$ cat src/hw/crtc_regs.vh
/*
  crtc_regs.vh: register indices, field positions, reset values
  and fixed constants for the row-scan / cursor / start-address block.
  assumes: included by bare name from the design files under hw/.
*/
`ifndef CRTC_REGS_VH
`define CRTC_REGS_VH

// =====================================================================
// controller indices (byte address is four times the index)
`define IDX_PRESET_ROW 8'h08
`define IDX_CELL_HEIGHT 8'h09
`define IDX_CURSOR_START 8'h0a
`define IDX_CURSOR_END 8'h0b
`define IDX_START_HIGH 8'h0c
`define IDX_START_LOW 8'h0d
`define IDX_START_ID 8'h1f
`define IDX_CONTROL 8'h20
`define IDX_STATUS 8'h21

// =====================================================================
// field positions
`define PRESET_LSB 0
`define PRESET_MSB 4
`define BYTE_PAN_LSB 5
`define BYTE_PAN_MSB 6
`define HEIGHT_LSB 0
`define HEIGHT_MSB 4
`define VBS_BIT9 5
`define LC_BIT9 6
`define SCAN_DOUBLE_BIT 7
`define CURSOR_DISABLE_BIT 5
`define SKEW_LSB 5
`define SKEW_MSB 6
`define CTRL_WP_BIT 4
`define CTRL_PAN_COMPAT_BIT 5

// =====================================================================
// reset values and fixed constants
`define RST_REG8 8'h00
`define ROW_MAX 5'h1f
`define PAN_BYTE_PIXELS 8

`endif

$ cat src/hw/cursor_shaper.v
/*
  cursor_shaper.v: decides whether the text cursor is lit on the current
  row scan and applies the character skew delay.
  assumes: one char_en pulse per character clock; row_scan stable per line.
*/
module cursor_shaper (
  input wire clk,
  input wire rst_n,
  input wire char_en,
  input wire [4:0] row_scan,
  input wire [4:0] cell_height,
  input wire [4:0] cursor_start,
  input wire [4:0] cursor_end,
  input wire cursor_disable,
  input wire [1:0] skew,
  input wire at_cursor,
  output reg cursor_on
);

  // =====================================================================
  // line window
  wire [4:0] end_eff = (cursor_end > cell_height) ? cell_height : cursor_end;
  // full 5-bit compare, no wrap into two parts
  wire line_hit = ~cursor_disable
                  & (cursor_start <= cursor_end)
                  & (row_scan >= cursor_start) & (row_scan <= end_eff);

  // =====================================================================
  // skew pipeline
  reg [1:0] skew_pipe_reg;
  wire raw = line_hit & at_cursor;

  always @(posedge clk or negedge rst_n) begin
    if (!rst_n) begin
      skew_pipe_reg <= 2'h0;
      cursor_on <= 1'b0;
    end else if (char_en) begin
      skew_pipe_reg <= {skew_pipe_reg[0], raw};
      case (skew)
        2'h2: cursor_on <= skew_pipe_reg[0];
        2'h3: cursor_on <= skew_pipe_reg[1];
        default: cursor_on <= raw;
      endcase
    end
  end

endmodule // cursor_shaper

$ cat src/hw/row_scan_counter.v
/*
  row_scan_counter.v: character-row scan counter with preset, cell height
  rollover and scan doubling.
  assumes: line_end pulses once per scan line; vretrace_start once per frame.
*/
`include "crtc_regs.vh"

module row_scan_counter (
  input wire clk,
  input wire rst_n,
  input wire line_end,
  input wire vretrace_start,
  input wire [4:0] preset,
  input wire [4:0] cell_height,
  input wire scan_double,
  output reg [4:0] row_scan,
  output reg row_end
);

  reg half_reg;

  always @(posedge clk or negedge rst_n) begin
    if (!rst_n) begin
      row_scan <= 5'h00;
      half_reg <= 1'b0;
      row_end <= 1'b0;
    end else begin
      row_end <= 1'b0;
      if (vretrace_start) begin
        row_scan <= preset;
        half_reg <= 1'b0;
      end else if (line_end) begin
        // doubling only gates the advance; line timing is untouched
        if (scan_double && !half_reg) begin
          half_reg <= 1'b1;
        end else begin
          half_reg <= 1'b0;
          if (row_scan == cell_height || row_scan == `ROW_MAX) begin
            row_scan <= 5'h00;
            row_end <= 1'b1;
          end else begin
            row_scan <= row_scan + 5'h01;
          end
        end
      end
    end
  end

endmodule // row_scan_counter

$ cat src/hw/crtc_row_scan_cursor_start.v
/*
  crtc_row_scan_cursor_start.v: apb slave holding preset row / byte pan,
  cell height / scan double, cursor shape, screen start address and the
  identification readback; drives row scan, cursor, pan and fetch address.
  assumes: timing events from an outer crtc, synchronous to clk (40 MHz).
*/
// The APB interface to the registers was decided locally.
// Function
// - preset loads row counter after vertical retrace
// - row counter clears at cell height
// - preset above height counts to 1fh
// - byte pan shifts 0 to 24 pixels
// - byte plus pixel pan up to 15/31
// - compat line compare zeroes pan until vsync; here only the byte pan is zeroed
// - scan double repeats lines, halves row advance
// - scan double leaves sync timing unchanged
// - cell height register carries two bit-9s
// - cell height field is lines minus one
// - cursor start gives first cursor line
// - start above end draws no cursor
// - height is end minus start plus one
// - cursor end gives last cursor line
// - end above height gives full block
// - skew delays cursor zero, one, two chars
// - write protect bit blocks cursor writes
// - start address is first fetch of screen
// - lower split screen fetches from zero
// - start high readable xored at 1f
`include "crtc_regs.vh"

module crtc_row_scan_cursor_start #(
  parameter [7:0] ID_XOR = 8'h5a // arbitrary identification value
) (
  input wire clk,
  input wire nrst,
  input wire psel,
  input wire penable,
  input wire pwrite,
  input wire [9:0] paddr,
  input wire [31:0] pwdata,
  output reg [31:0] prdata,
  output reg pready,
  output reg pslverr,
  input wire char_en,
  input wire line_end,
  input wire vretrace_start,
  input wire vsync_start,
  input wire line_compare_hit,
  input wire word_mode,
  input wire dword_mode,
  input wire [3:0] horizontal_pixel_pan,
  input wire at_cursor,
  output reg [4:0] row_scan_out,
  output reg row_end_out,
  output reg scan_double_out,
  output reg [4:0] total_pan_out,
  output reg [15:0] fetch_start_out,
  output reg fetch_load_out,
  output reg line_compare_bit9,
  output reg vblank_start_bit9,
  output reg cursor_on_out
);

  // =====================================================================
  // reset release
  reg rst_meta_reg;
  reg rst_n;
  always @(posedge clk or negedge nrst) begin
    if (!nrst) begin
      rst_meta_reg <= 1'b0;
      rst_n <= 1'b0;
    end else begin
      rst_meta_reg <= 1'b1;
      rst_n <= rst_meta_reg;
    end
  end

  // =====================================================================
  // registers
  reg [7:0] preset_row_and_byte_pan_reg;
  reg [7:0] cell_height_and_scan_double_reg;
  reg [7:0] cursor_start_line_reg;
  reg [7:0] cursor_end_line_skew_reg;
  reg [7:0] screen_start_address_high_reg;
  reg [7:0] screen_start_address_low_reg;
  reg [7:0] control_reg;
  reg pan_hold_reg;
  reg split_reg;

  function [7:0] index_of;
    input [9:0] a;
    begin
      index_of = a[9:2];
    end
  endfunction

  wire [7:0] idx = index_of(paddr);
  wire wp = control_reg[`CTRL_WP_BIT];
  wire setup = psel & ~penable;
  wire access = psel & penable & pready;
  wire wr = access & pwrite;

  function is_mapped;
    input [7:0] i;
    begin
      case (i)
        `IDX_PRESET_ROW, `IDX_CELL_HEIGHT, `IDX_CURSOR_START, `IDX_CURSOR_END,
        `IDX_START_HIGH, `IDX_START_LOW, `IDX_START_ID, `IDX_CONTROL,
        `IDX_STATUS: is_mapped = 1'b1;
        default: is_mapped = 1'b0;
      endcase
    end
  endfunction

  always @(posedge clk or negedge rst_n) begin
    if (!rst_n) begin
      preset_row_and_byte_pan_reg <= `RST_REG8;
      cell_height_and_scan_double_reg <= `RST_REG8;
      cursor_start_line_reg <= `RST_REG8;
      cursor_end_line_skew_reg <= `RST_REG8;
      screen_start_address_high_reg <= `RST_REG8;
      screen_start_address_low_reg <= `RST_REG8;
      control_reg <= `RST_REG8;
    end else if (wr) begin
      case (idx)
        `IDX_PRESET_ROW: preset_row_and_byte_pan_reg <= {1'b0, pwdata[6:0]};
        `IDX_CELL_HEIGHT: cell_height_and_scan_double_reg <= pwdata[7:0];
        `IDX_CURSOR_START: begin
          if (!wp) begin
            cursor_start_line_reg <= {2'h0, pwdata[5:0]};
          end
        end
        `IDX_CURSOR_END: begin
          if (!wp) begin
            cursor_end_line_skew_reg <= {1'b0, pwdata[6:0]};
          end
        end
        `IDX_START_HIGH: screen_start_address_high_reg <= pwdata[7:0];
        `IDX_START_LOW: screen_start_address_low_reg <= pwdata[7:0];
        `IDX_CONTROL: control_reg <= {2'h0, pwdata[5:0]};
        default: begin
        end
      endcase
    end
  end

  // =====================================================================
  // apb answer: no wait state, ready in the first access cycle
  wire [4:0] row_scan;
  always @(posedge clk or negedge rst_n) begin
    if (!rst_n) begin
      pready <= 1'b0;
      pslverr <= 1'b0;
      prdata <= 32'h00000000;
    end else begin
      pready <= setup;
      pslverr <= setup & ~is_mapped(idx);
      if (setup && !pwrite) begin
        case (idx)
          `IDX_PRESET_ROW: prdata <= {24'h000000, preset_row_and_byte_pan_reg};
          `IDX_CELL_HEIGHT: prdata <= {24'h000000, cell_height_and_scan_double_reg};
          `IDX_CURSOR_START: prdata <= {24'h000000, cursor_start_line_reg};
          `IDX_CURSOR_END: prdata <= {24'h000000, cursor_end_line_skew_reg};
          `IDX_START_HIGH: prdata <= {24'h000000, screen_start_address_high_reg};
          `IDX_START_LOW: prdata <= {24'h000000, screen_start_address_low_reg};
          `IDX_START_ID: prdata <= {24'h000000, screen_start_address_high_reg ^ ID_XOR};
          `IDX_CONTROL: prdata <= {24'h000000, control_reg};
          `IDX_STATUS: prdata <= {24'h000000, 1'b0, split_reg, pan_hold_reg, row_scan};
          default: prdata <= 32'h00000000;
        endcase
      end else if (!psel || setup) begin
        // a write setup also clears, so no stale read data rides on its answer
        prdata <= 32'h00000000;
      end
    end
  end

  // =====================================================================
  // row scan and cursor
  wire row_end;
  wire cursor_on;
  wire [4:0] cell_height = cell_height_and_scan_double_reg[`HEIGHT_MSB:`HEIGHT_LSB];

  // preset is taken at retrace; software should only change it then
  row_scan_counter u_row (
    .clk(clk),
    .rst_n(rst_n),
    .line_end(line_end),
    .vretrace_start(vretrace_start),
    .preset(preset_row_and_byte_pan_reg[`PRESET_MSB:`PRESET_LSB]),
    .cell_height(cell_height),
    .scan_double(cell_height_and_scan_double_reg[`SCAN_DOUBLE_BIT]),
    .row_scan(row_scan),
    .row_end(row_end)
  );

  cursor_shaper u_cursor (
    .clk(clk),
    .rst_n(rst_n),
    .char_en(char_en),
    .row_scan(row_scan),
    .cell_height(cell_height),
    .cursor_start(cursor_start_line_reg[4:0]),
    .cursor_end(cursor_end_line_skew_reg[4:0]),
    .cursor_disable(cursor_start_line_reg[`CURSOR_DISABLE_BIT]),
    .skew(cursor_end_line_skew_reg[`SKEW_MSB:`SKEW_LSB]),
    .at_cursor(at_cursor),
    .cursor_on(cursor_on)
  );

  // =====================================================================
  // panning and fetch start
  wire [1:0] byte_pan = preset_row_and_byte_pan_reg[`BYTE_PAN_MSB:`BYTE_PAN_LSB];
  wire [1:0] byte_pan_eff = pan_hold_reg ? 2'h0 : byte_pan;
  // byte shift in pixels: 0, 8, 16, 24
  wire [5:0] byte_px = {1'b0, byte_pan_eff, 3'h0};
  wire [5:0] pan_sum = byte_px + {2'h0, horizontal_pixel_pan};
  // cap by the addressing mode; byte mode caps at 31 like dword mode
  wire [4:0] pan_cap = dword_mode ? 5'h1f : (word_mode ? 5'h0f : 5'h1f);
  wire [4:0] pan_total = (pan_sum > {1'b0, pan_cap}) ? pan_cap : pan_sum[4:0];

  always @(posedge clk or negedge rst_n) begin
    if (!rst_n) begin
      pan_hold_reg <= 1'b0;
      split_reg <= 1'b0;
      row_scan_out <= 5'h00;
      row_end_out <= 1'b0;
      scan_double_out <= 1'b0;
      total_pan_out <= 5'h00;
      fetch_start_out <= 16'h0000;
      fetch_load_out <= 1'b0;
      line_compare_bit9 <= 1'b0;
      vblank_start_bit9 <= 1'b0;
      cursor_on_out <= 1'b0;
    end else begin
      // the vsync start wins over a same-cycle compare hit
      if (vsync_start) begin
        pan_hold_reg <= 1'b0;
      end else if (line_compare_hit && control_reg[`CTRL_PAN_COMPAT_BIT]) begin
        pan_hold_reg <= 1'b1;
      end
      // a same-cycle compare hit wins over the retrace clear
      if (line_compare_hit) begin
        split_reg <= 1'b1;
      end else if (vretrace_start) begin
        split_reg <= 1'b0;
      end
      fetch_load_out <= vretrace_start | line_compare_hit;
      if (line_compare_hit) begin
        fetch_start_out <= 16'h0000;
      end else if (vretrace_start) begin
        fetch_start_out <= {screen_start_address_high_reg, screen_start_address_low_reg};
      end
      row_scan_out <= row_scan;
      row_end_out <= row_end;
      scan_double_out <= cell_height_and_scan_double_reg[`SCAN_DOUBLE_BIT];
      total_pan_out <= pan_total;
      line_compare_bit9 <= cell_height_and_scan_double_reg[`LC_BIT9];
      vblank_start_bit9 <= cell_height_and_scan_double_reg[`VBS_BIT9];
      cursor_on_out <= cursor_on;
    end
  end

endmodule // crtc_row_scan_cursor_start

$ cat config.mk
export PLATFORM = sky130hd
export DESIGN_NAME = crtc_row_scan_cursor_start
export DESIGN_NICKNAME = d
export VERILOG_FILES = /design/src/hw/cursor_shaper.v /design/src/hw/row_scan_counter.v /design/src/hw/crtc_row_scan_cursor_start.v
export VERILOG_INCLUDE_DIRS = /design/src /design/src/hw
export SDC_FILE = /design/constraint.sdc
export NUM_CORES = 1
export LEC_CHECK = 0
export ABC_AREA = 1
export BUFFER_PORTS_ARGS = -buffer_cell sky130_fd_sc_hd__buf_2
export CORE_MARGIN = 2
export CORE_UTILIZATION = 50
export DETAILED_ROUTE_END_ITERATION = 6
export PLACE_DENSITY = 0.74
export SYNTH_ARGS = -nofsm -noshare
export SYNTH_HDL_FRONTEND = slang
export SYNTH_SLANG_ARGS = --single-unit
$ cat constraint.sdc
create_clock -name clk -period 4.38 [get_ports clk]
set_clock_uncertainty 0.15 [all_clocks]
set_input_delay 0.876 -clock clk [delete_from_list [all_inputs] [get_ports clk]]
set_output_delay 0.876 -clock clk [all_outputs]
set_load 0.01 [all_outputs]
== Word-level counts from Yosys, hierarchy flattened ==
Cells that the tools add are included.
Cells by class
  add/subtract/negate cells: 2
  order comparisons: 5
  eq/ne operators: 14
  mux-type cells: 27
  bitwise gates (word level): 15
  reductions and logical operators: 21
Operators with widths (number)
  8-bit case mux with 9 select lines: 1
  32-bit 2-to-1 mux: 2
  8-bit by 4-bit equality test with 1-bit output (second input constant): 6
  5-bit 2-to-1 mux: 8
  16-bit 2-to-1 mux: 2
  8-bit by 6-bit equality test with 1-bit output (second input constant): 2
  1-bit 2-to-1 mux: 12
  2-bit AND reduction: 6
  5-bit <= comparator: 2
  1-bit AND: 9
  9-bit OR reduction: 1
  8-bit by 5-bit equality test with 1-bit output (second input constant): 1
  2-bit nonzero test: 4
  5-bit by 4-bit adder with 6-bit output: 1
  6-bit by 5-bit greater-than comparator with 1-bit output: 1
  3-bit AND reduction: 2
  5-bit by 1-bit adder with 5-bit output (second input constant): 1
  5-bit equality test: 1
  5-bit equality test (second input constant): 1
  5-bit greater-or-equal comparator: 1
  5-bit greater-than comparator: 1
  2-bit equality test (second input constant): 2
  1-bit inverter: 4
  4-bit inverter: 1
  7 further kinds: 12
Storage, ports and cells
  register bits after elaboration: 130
  output and inout port bits: 66
  logic and storage cells: 112

== Logic depth before layout (Yosys ltp) ==
  word-level depth: 6
  gate-level depth with buffers: 17

== By module ==
Synthesis repeated with hierarchy kept, for this count alone.
Second synthesis, totals
  cells, all modules: 733
  area, all modules: 5770.5 um^2
Modules (own cells, without submodules)
  crtc_row_scan_cursor_start: times used 1, cells an instance 533, area each 4529.3 um^2, seq. area each 2402.3 um^2
  cursor_shaper: times used 1, cells an instance 115, area each 719.4 um^2, seq. area each 75.1 um^2
  row_scan_counter: times used 1, cells an instance 85, area each 521.8 um^2, seq. area each 175.2 um^2

== Least setup slack after synthesis ==
OpenSTA, ideal clock, no wires.
  kind: reg2reg
  start point: register cell_height_and_scan_double_reg[4]
  end point: register u_cursor.cursor_on
  library setup time: 0.119 ns
  data arrival time: 2.157 ns
  data required time: 4.111 ns
  path slack: 1.954 ns
  cell stages (with the launch flop): 18
  buffers on the path: 0
  cells stage by stage: dfrtp_1 > inv_1 > ha_1 > nand2_1 > nor2_1 > nand2_1 > o211ai_1 > nand2_1 > nand2_1 > o21ai_0 > ha_1 > nand2_1 > nor2_1 > o21ai_0 > a21boi_0 > nor2_1 > nand3_1 > nand2_1
On the way
  word-level cells in the longest chain between the ends: 6
Ends and longest elaborated chain
  start, declared: RTL line crtc_row_scan_cursor_start.v:81  | reg [7:0] cell_height_and_scan_double_reg;
  start signal, assigned: RTL line crtc_row_scan_cursor_start.v:118  | cell_height_and_scan_double_reg <= `RST_REG8;
  start signal, assigned: RTL line crtc_row_scan_cursor_start.v:127  | `IDX_CELL_HEIGHT: cell_height_and_scan_double_reg <= pwdata[7:0];
  5-bit greater-than comparator: RTL line cursor_shaper.v:22  | wire [4:0] end_eff = (cursor_end > cell_height) ? cell_height : cursor_end;
  5-bit 2-to-1 mux *: RTL line cursor_shaper.v:22
  5-bit <= comparator *: RTL line cursor_shaper.v:26  | & (row_scan >= cursor_start) & (row_scan <= end_eff);
  1-bit AND *: RTL line cursor_shaper.v:26
  1-bit AND *: RTL line cursor_shaper.v:31  | wire raw = line_hit & at_cursor;
  1-bit case mux with 2 select lines *: RTL line cursor_shaper.v:39  | case (skew)
  end signal, assigned: RTL line cursor_shaper.v:40  | 2'h2: cursor_on <= skew_pipe_reg[0];
  end signal, assigned: RTL line cursor_shaper.v:41  | 2'h3: cursor_on <= skew_pipe_reg[1];
  end signal, assigned: RTL line cursor_shaper.v:42  | default: cursor_on <= raw;
  end, declared: RTL line cursor_shaper.v:17  | output reg cursor_on
Mark *: on every way between the ends. The rest lies on a longest branch, timed or not.
A chain may end at the register's enable or synchronous reset.

== Worst setup path in the final report ==
Ends and elaborated chain as after synthesis.

==> results <==
- The placeable core region is 0.0114 mm^2.
- In this run the worst path has a maximum fanout of 8.
- The number of buffers added on ports is 74.
- The number of hold-slack violations in the final timing report is 0.
- The first-pass GRT wire length is 23.1 mm.
- The number of antenna diodes in the final layout is 0.
- The number of flops mapped to enable cells by yosys is 0.
- The area share of the leading cell type in the synthesized netlist is 0.452.
- The initial cell density of the core is 0.514.
- The clock net in this run drives a total of 106 sinks.
- The maximum buffer depth of the clock tree is 2.
- The achievable frequency is 325 MHz.
- The met3 routing resource usage after global routing is 0.0524.
- In this run, CTS created clock tree buffers numbering 9.
- The area after detailed placement is 0.00620 mm^2.
- At the pin with the least slew margin, the transition time is 0.914 ns.
- In the global route stage, met1 resource usage came out at 0.332.
- The cell type with the highest aggregate area in the netlist is sky130_fd_sc_hd__dfrtp_1.
- Summed over all layers, the routed wires come to 14.3 mm.
- Setup repair after global routing left no endpoint under its margin.
- The most utilized layer in the global route result is met2.
- In this run the tightest slew margin relative to its limit is 0.391.
- The total count of max-transition violations in the final report is 0.
- The routed via count divided by cell count is 5.34.
- For met2 alone, demand over resource in global routing was 0.367.
- In the synthesized netlist the dominant register cell turns out to be sky130_fd_sc_hd__dfrtp_1.
- The number of antenna violations at the first check in global routing is 0.
- The distinct cell type count after synthesis is 36.
- The site row count is 39.
- In this run the remaining antenna-violating nets after routing total 0.
- The register with the most flip-flops in the layout has 16 of them.
- The number of buffers inserted for hold repair after clock tree synthesis is 0.
- In this run the vertical extent of the chip is 112 um.
- At the later pin of the worst-skew pair, clock insertion delay measures 0.35 ns.
- By count the netlist is led by 188 x sky130_fd_sc_hd__nand2_1, 106 x sky130_fd_sc_hd__dfrtp_1, 103 x sky130_fd_sc_hd__nand3_1, 64 x sky130_fd_sc_hd__inv_1, 35 x sky130_fd_sc_hd__nor2_1.
- The required time of the critical path is 4.48 ns.
- The worst setup path is of the register to register kind.
- The TritonCTS clock tree is done.
- In this run the cell area of the synthesized design comes to 0.00587 mm^2.
- Entering global routing, the biggest net connects 74 pins.
- The most common cell in the synthesized netlist is sky130_fd_sc_hd__nand2_1.
- Gates resized during post-CTS repair numbered 0.
- The total non-filler cell area in the finished layout is 0.00648 mm^2.
- The count of TritonRoute iterations in the first routing pass is 6.
- The worst setup timing slack at the placement stage is 1.40 ns.
- Dividing the final minimum period by the clock period gives 0.702.
- Of all flip-flops after synthesis, the portion carrying an async set or reset was 1.00.
- Ranked by total cell area, the synthesized netlist is headed by sky130_fd_sc_hd__dfrtp_1 45%, sky130_fd_sc_hd__nand2_1 12%, sky130_fd_sc_hd__nand3_1 8.8%.
- Pin placement for this block handled 125 I/O pins.
- For this run, the register share of the synthesized area comes to 0.452.
- The post-synthesis to final-layout area growth is 10.4%.
- The number of global-route vias before repair is 4,543.
- Once layout is complete, the utilization of the core stands at 0.568.
- The clock tree synthesis step divided the H-tree into 3 levels.
- The maximum resistive drop on vdd is 0.184 mV.
- The slack of the critical path is 1.30 ns.
- The fraction of final layout cells sized beyond drive strength 1 is 0.203.
- Clock-pin slew was measured on the worst setup and hold paths at 0.07 ns.
- Global routing finished with a remaining overflow of 0.
- The die width is 112 um.
- The endpoint arrival time on the critical path is 3.17 ns.
- For the finished layout, the period the worst path requires is 3.08 ns.
- After routing, the total negative slack on setup checks comes to 0 ns.
- The worst setup path is launched from a register.
- The leakage power is 3.53 nW.
- The die area is 0.0126 mm^2.
- The cell count after synthesis came out at 699.
- The CTS root buffer is sky130_fd_sc_hd__clkbuf_16.
- Routability-driven placement finished with a final weighted congestion of 0.906.
- Across every metal layer, demand over resource in global routing totals 0.236.
- The number of setup buffers added after CTS is 0.
- The detail-routed net length per standard cell is 15.7 um.
- The type of destination of the critical path is a register.
- The largest register by flop count is fetch_start_out.
- The class of the worst hold path is primary input to asynchronous set/reset pin.
- The count of state elements after synthesis is 106.
- The flow ran to the end, and the final reports show no timing, DRC or antenna violations.
- The power density relative to cell area is 297 mW/mm^2.
- The DRC violations left is 0.
- The max-cap check violation count is 0.
- Detailed placement finished with a half-perimeter wire length of 10.6 mm.
- After synthesis, the mean cell area works out to 8.40 um^2.
- The DRC violation total after the first TritonRoute iteration is 387.
- For this run, the post-layout net count is 848.
- The number of fill cells in the layout is 1,020.
- The total number of yosys warnings is 0.
- The final number of setup-violating endpoints is 0.
- The total vias in the final route is 4,864.
-- power by group --
group	total [mW]	internal [mW]	switching [mW]
Clock	0.778	0.416	0.362
Sequential	1.01	0.992	0.0194
Combinational	0.139	0.0368	0.102
Total	1.93	1.44	0.483
-- metal layers --
layer,share of wire,up-vias,wire (um)
li1,-,2363,-
met1,0.45,2289,6480
met2,0.46,189,6590
met3,0.065,23,927
met4,0.021,0,305
met5,0,-,0
-- cell usage in the layout, fill, tap and decap left out, drive strengths merged --
| master | Yosys | final |
|---|---|---|
| a21boi | 1 | 1 |
| a21oi | 12 | 12 |
| a31oi | 1 | 1 |
| buf | 38 | 75 |
| clkbuf | 6 | 12 |
| clkinv | 1 | 3 |
| clkinvlp | 0 | 1 |
| conb | 2 | 25 |
| dfrtp | 106 | 106 |
| fa | 1 | 1 |
| ha | 24 | 24 |
| inv | 69 | 69 |
| nand2 | 195 | 195 |
| nand3 | 110 | 110 |
| nand4 | 2 | 2 |
| nor2 | 46 | 46 |
| nor3 | 5 | 5 |
| o211ai | 2 | 2 |
| o21ai | 69 | 69 |
| or2 | 4 | 4 |
| xnor2 | 1 | 1 |
| xor2 | 4 | 4 |
-- metrics by stage --
| stage | hold WS, ns | std cells | power (mW) |
|---|---|---|---|
| final | 0.137 | 911 | 1.93 |
| after global routing | 0.129 | 911 | 2.01 |
| after CTS | 0.136 | 911 | 1.94 |
| after detailed placement | 0.186 | 896 | 1.17 |
| after global placement | 0.186 | 896 | 1.16 |
| after floorplan | 0.181 | 722 | 1.13 |
-- area by class of cell --
| class | instances | area [um^2] | area share |
|---|---|---|---|
| Clock buffer | 12 | 256 | 0.0396 |
| Timing Repair Buffer | 75 | 378 | 0.0583 |
| Multi-Input combinational cell | 502 | 2720 | 0.419 |
| Clock inverter | 3 | 25.0 | 0.00386 |
| Sequential cell | 106 | 2660 | 0.410 |
| Inverter | 70 | 269 | 0.0415 |
| Tap cell | 143 | 179 | 0.0276 |
-- path summary, 6_finish.rpt --
check	from	to	slack (ns)	cells past startpoint
worst max-delay path	cell_height_and_scan_double_reg[4]	u_cursor.cursor_on	1.30	17
worst min-delay path	nrst	rst_n	0.14	1
worst max register to register	cell_height_and_scan_double_reg[4]	u_cursor.cursor_on	1.30	17
worst min register to register	rst_meta_reg	rst_n	0.20	0
max in group asynchronous	rst_n	control_reg[2]	2.80	1
min in group clk	rst_meta_reg	rst_n	0.20	0
-- worst max-delay path, cell delays in order, from the launching register on --
cell and delay, ns:
sky130_fd_sc_hd__dfrtp_1 0.43, sky130_fd_sc_hd__inv_1 0.09, sky130_fd_sc_hd__ha_1 0.31, sky130_fd_sc_hd__nand2_1 0.07, sky130_fd_sc_hd__nor2_1 0.16, sky130_fd_sc_hd__nand2_1 0.07, sky130_fd_sc_hd__o211ai_1 0.15, sky130_fd_sc_hd__nand2_1 0.22
sky130_fd_sc_hd__nand2_1 0.12, sky130_fd_sc_hd__o21ai_0 0.11, sky130_fd_sc_hd__ha_1 0.31, sky130_fd_sc_hd__nand2_1 0.07, sky130_fd_sc_hd__nor2_1 0.09, sky130_fd_sc_hd__o21ai_0 0.10, sky130_fd_sc_hd__a21boi_0 0.29, sky130_fd_sc_hd__nor2_1 0.11
sky130_fd_sc_hd__nand3_1 0.08, sky130_fd_sc_hd__nand2_1 0.05
-- cells by family (layout without fill, tap and decap cells) --
group,count (synthesis),in the layout,synth area share
XOR/XNOR,5,5,0.00746
AND/OR/NAND/NOR,362,362,0.292
AO/OA/AOI/OAI,85,85,0.0931
flip-flops,106,106,0.452
buffers and inverters,114,160,0.100
adder cells (fa/ha/maj),25,25,0.0546
other,2,25,0.00128
Note: power is estimated with default switching activity, not from simulation.
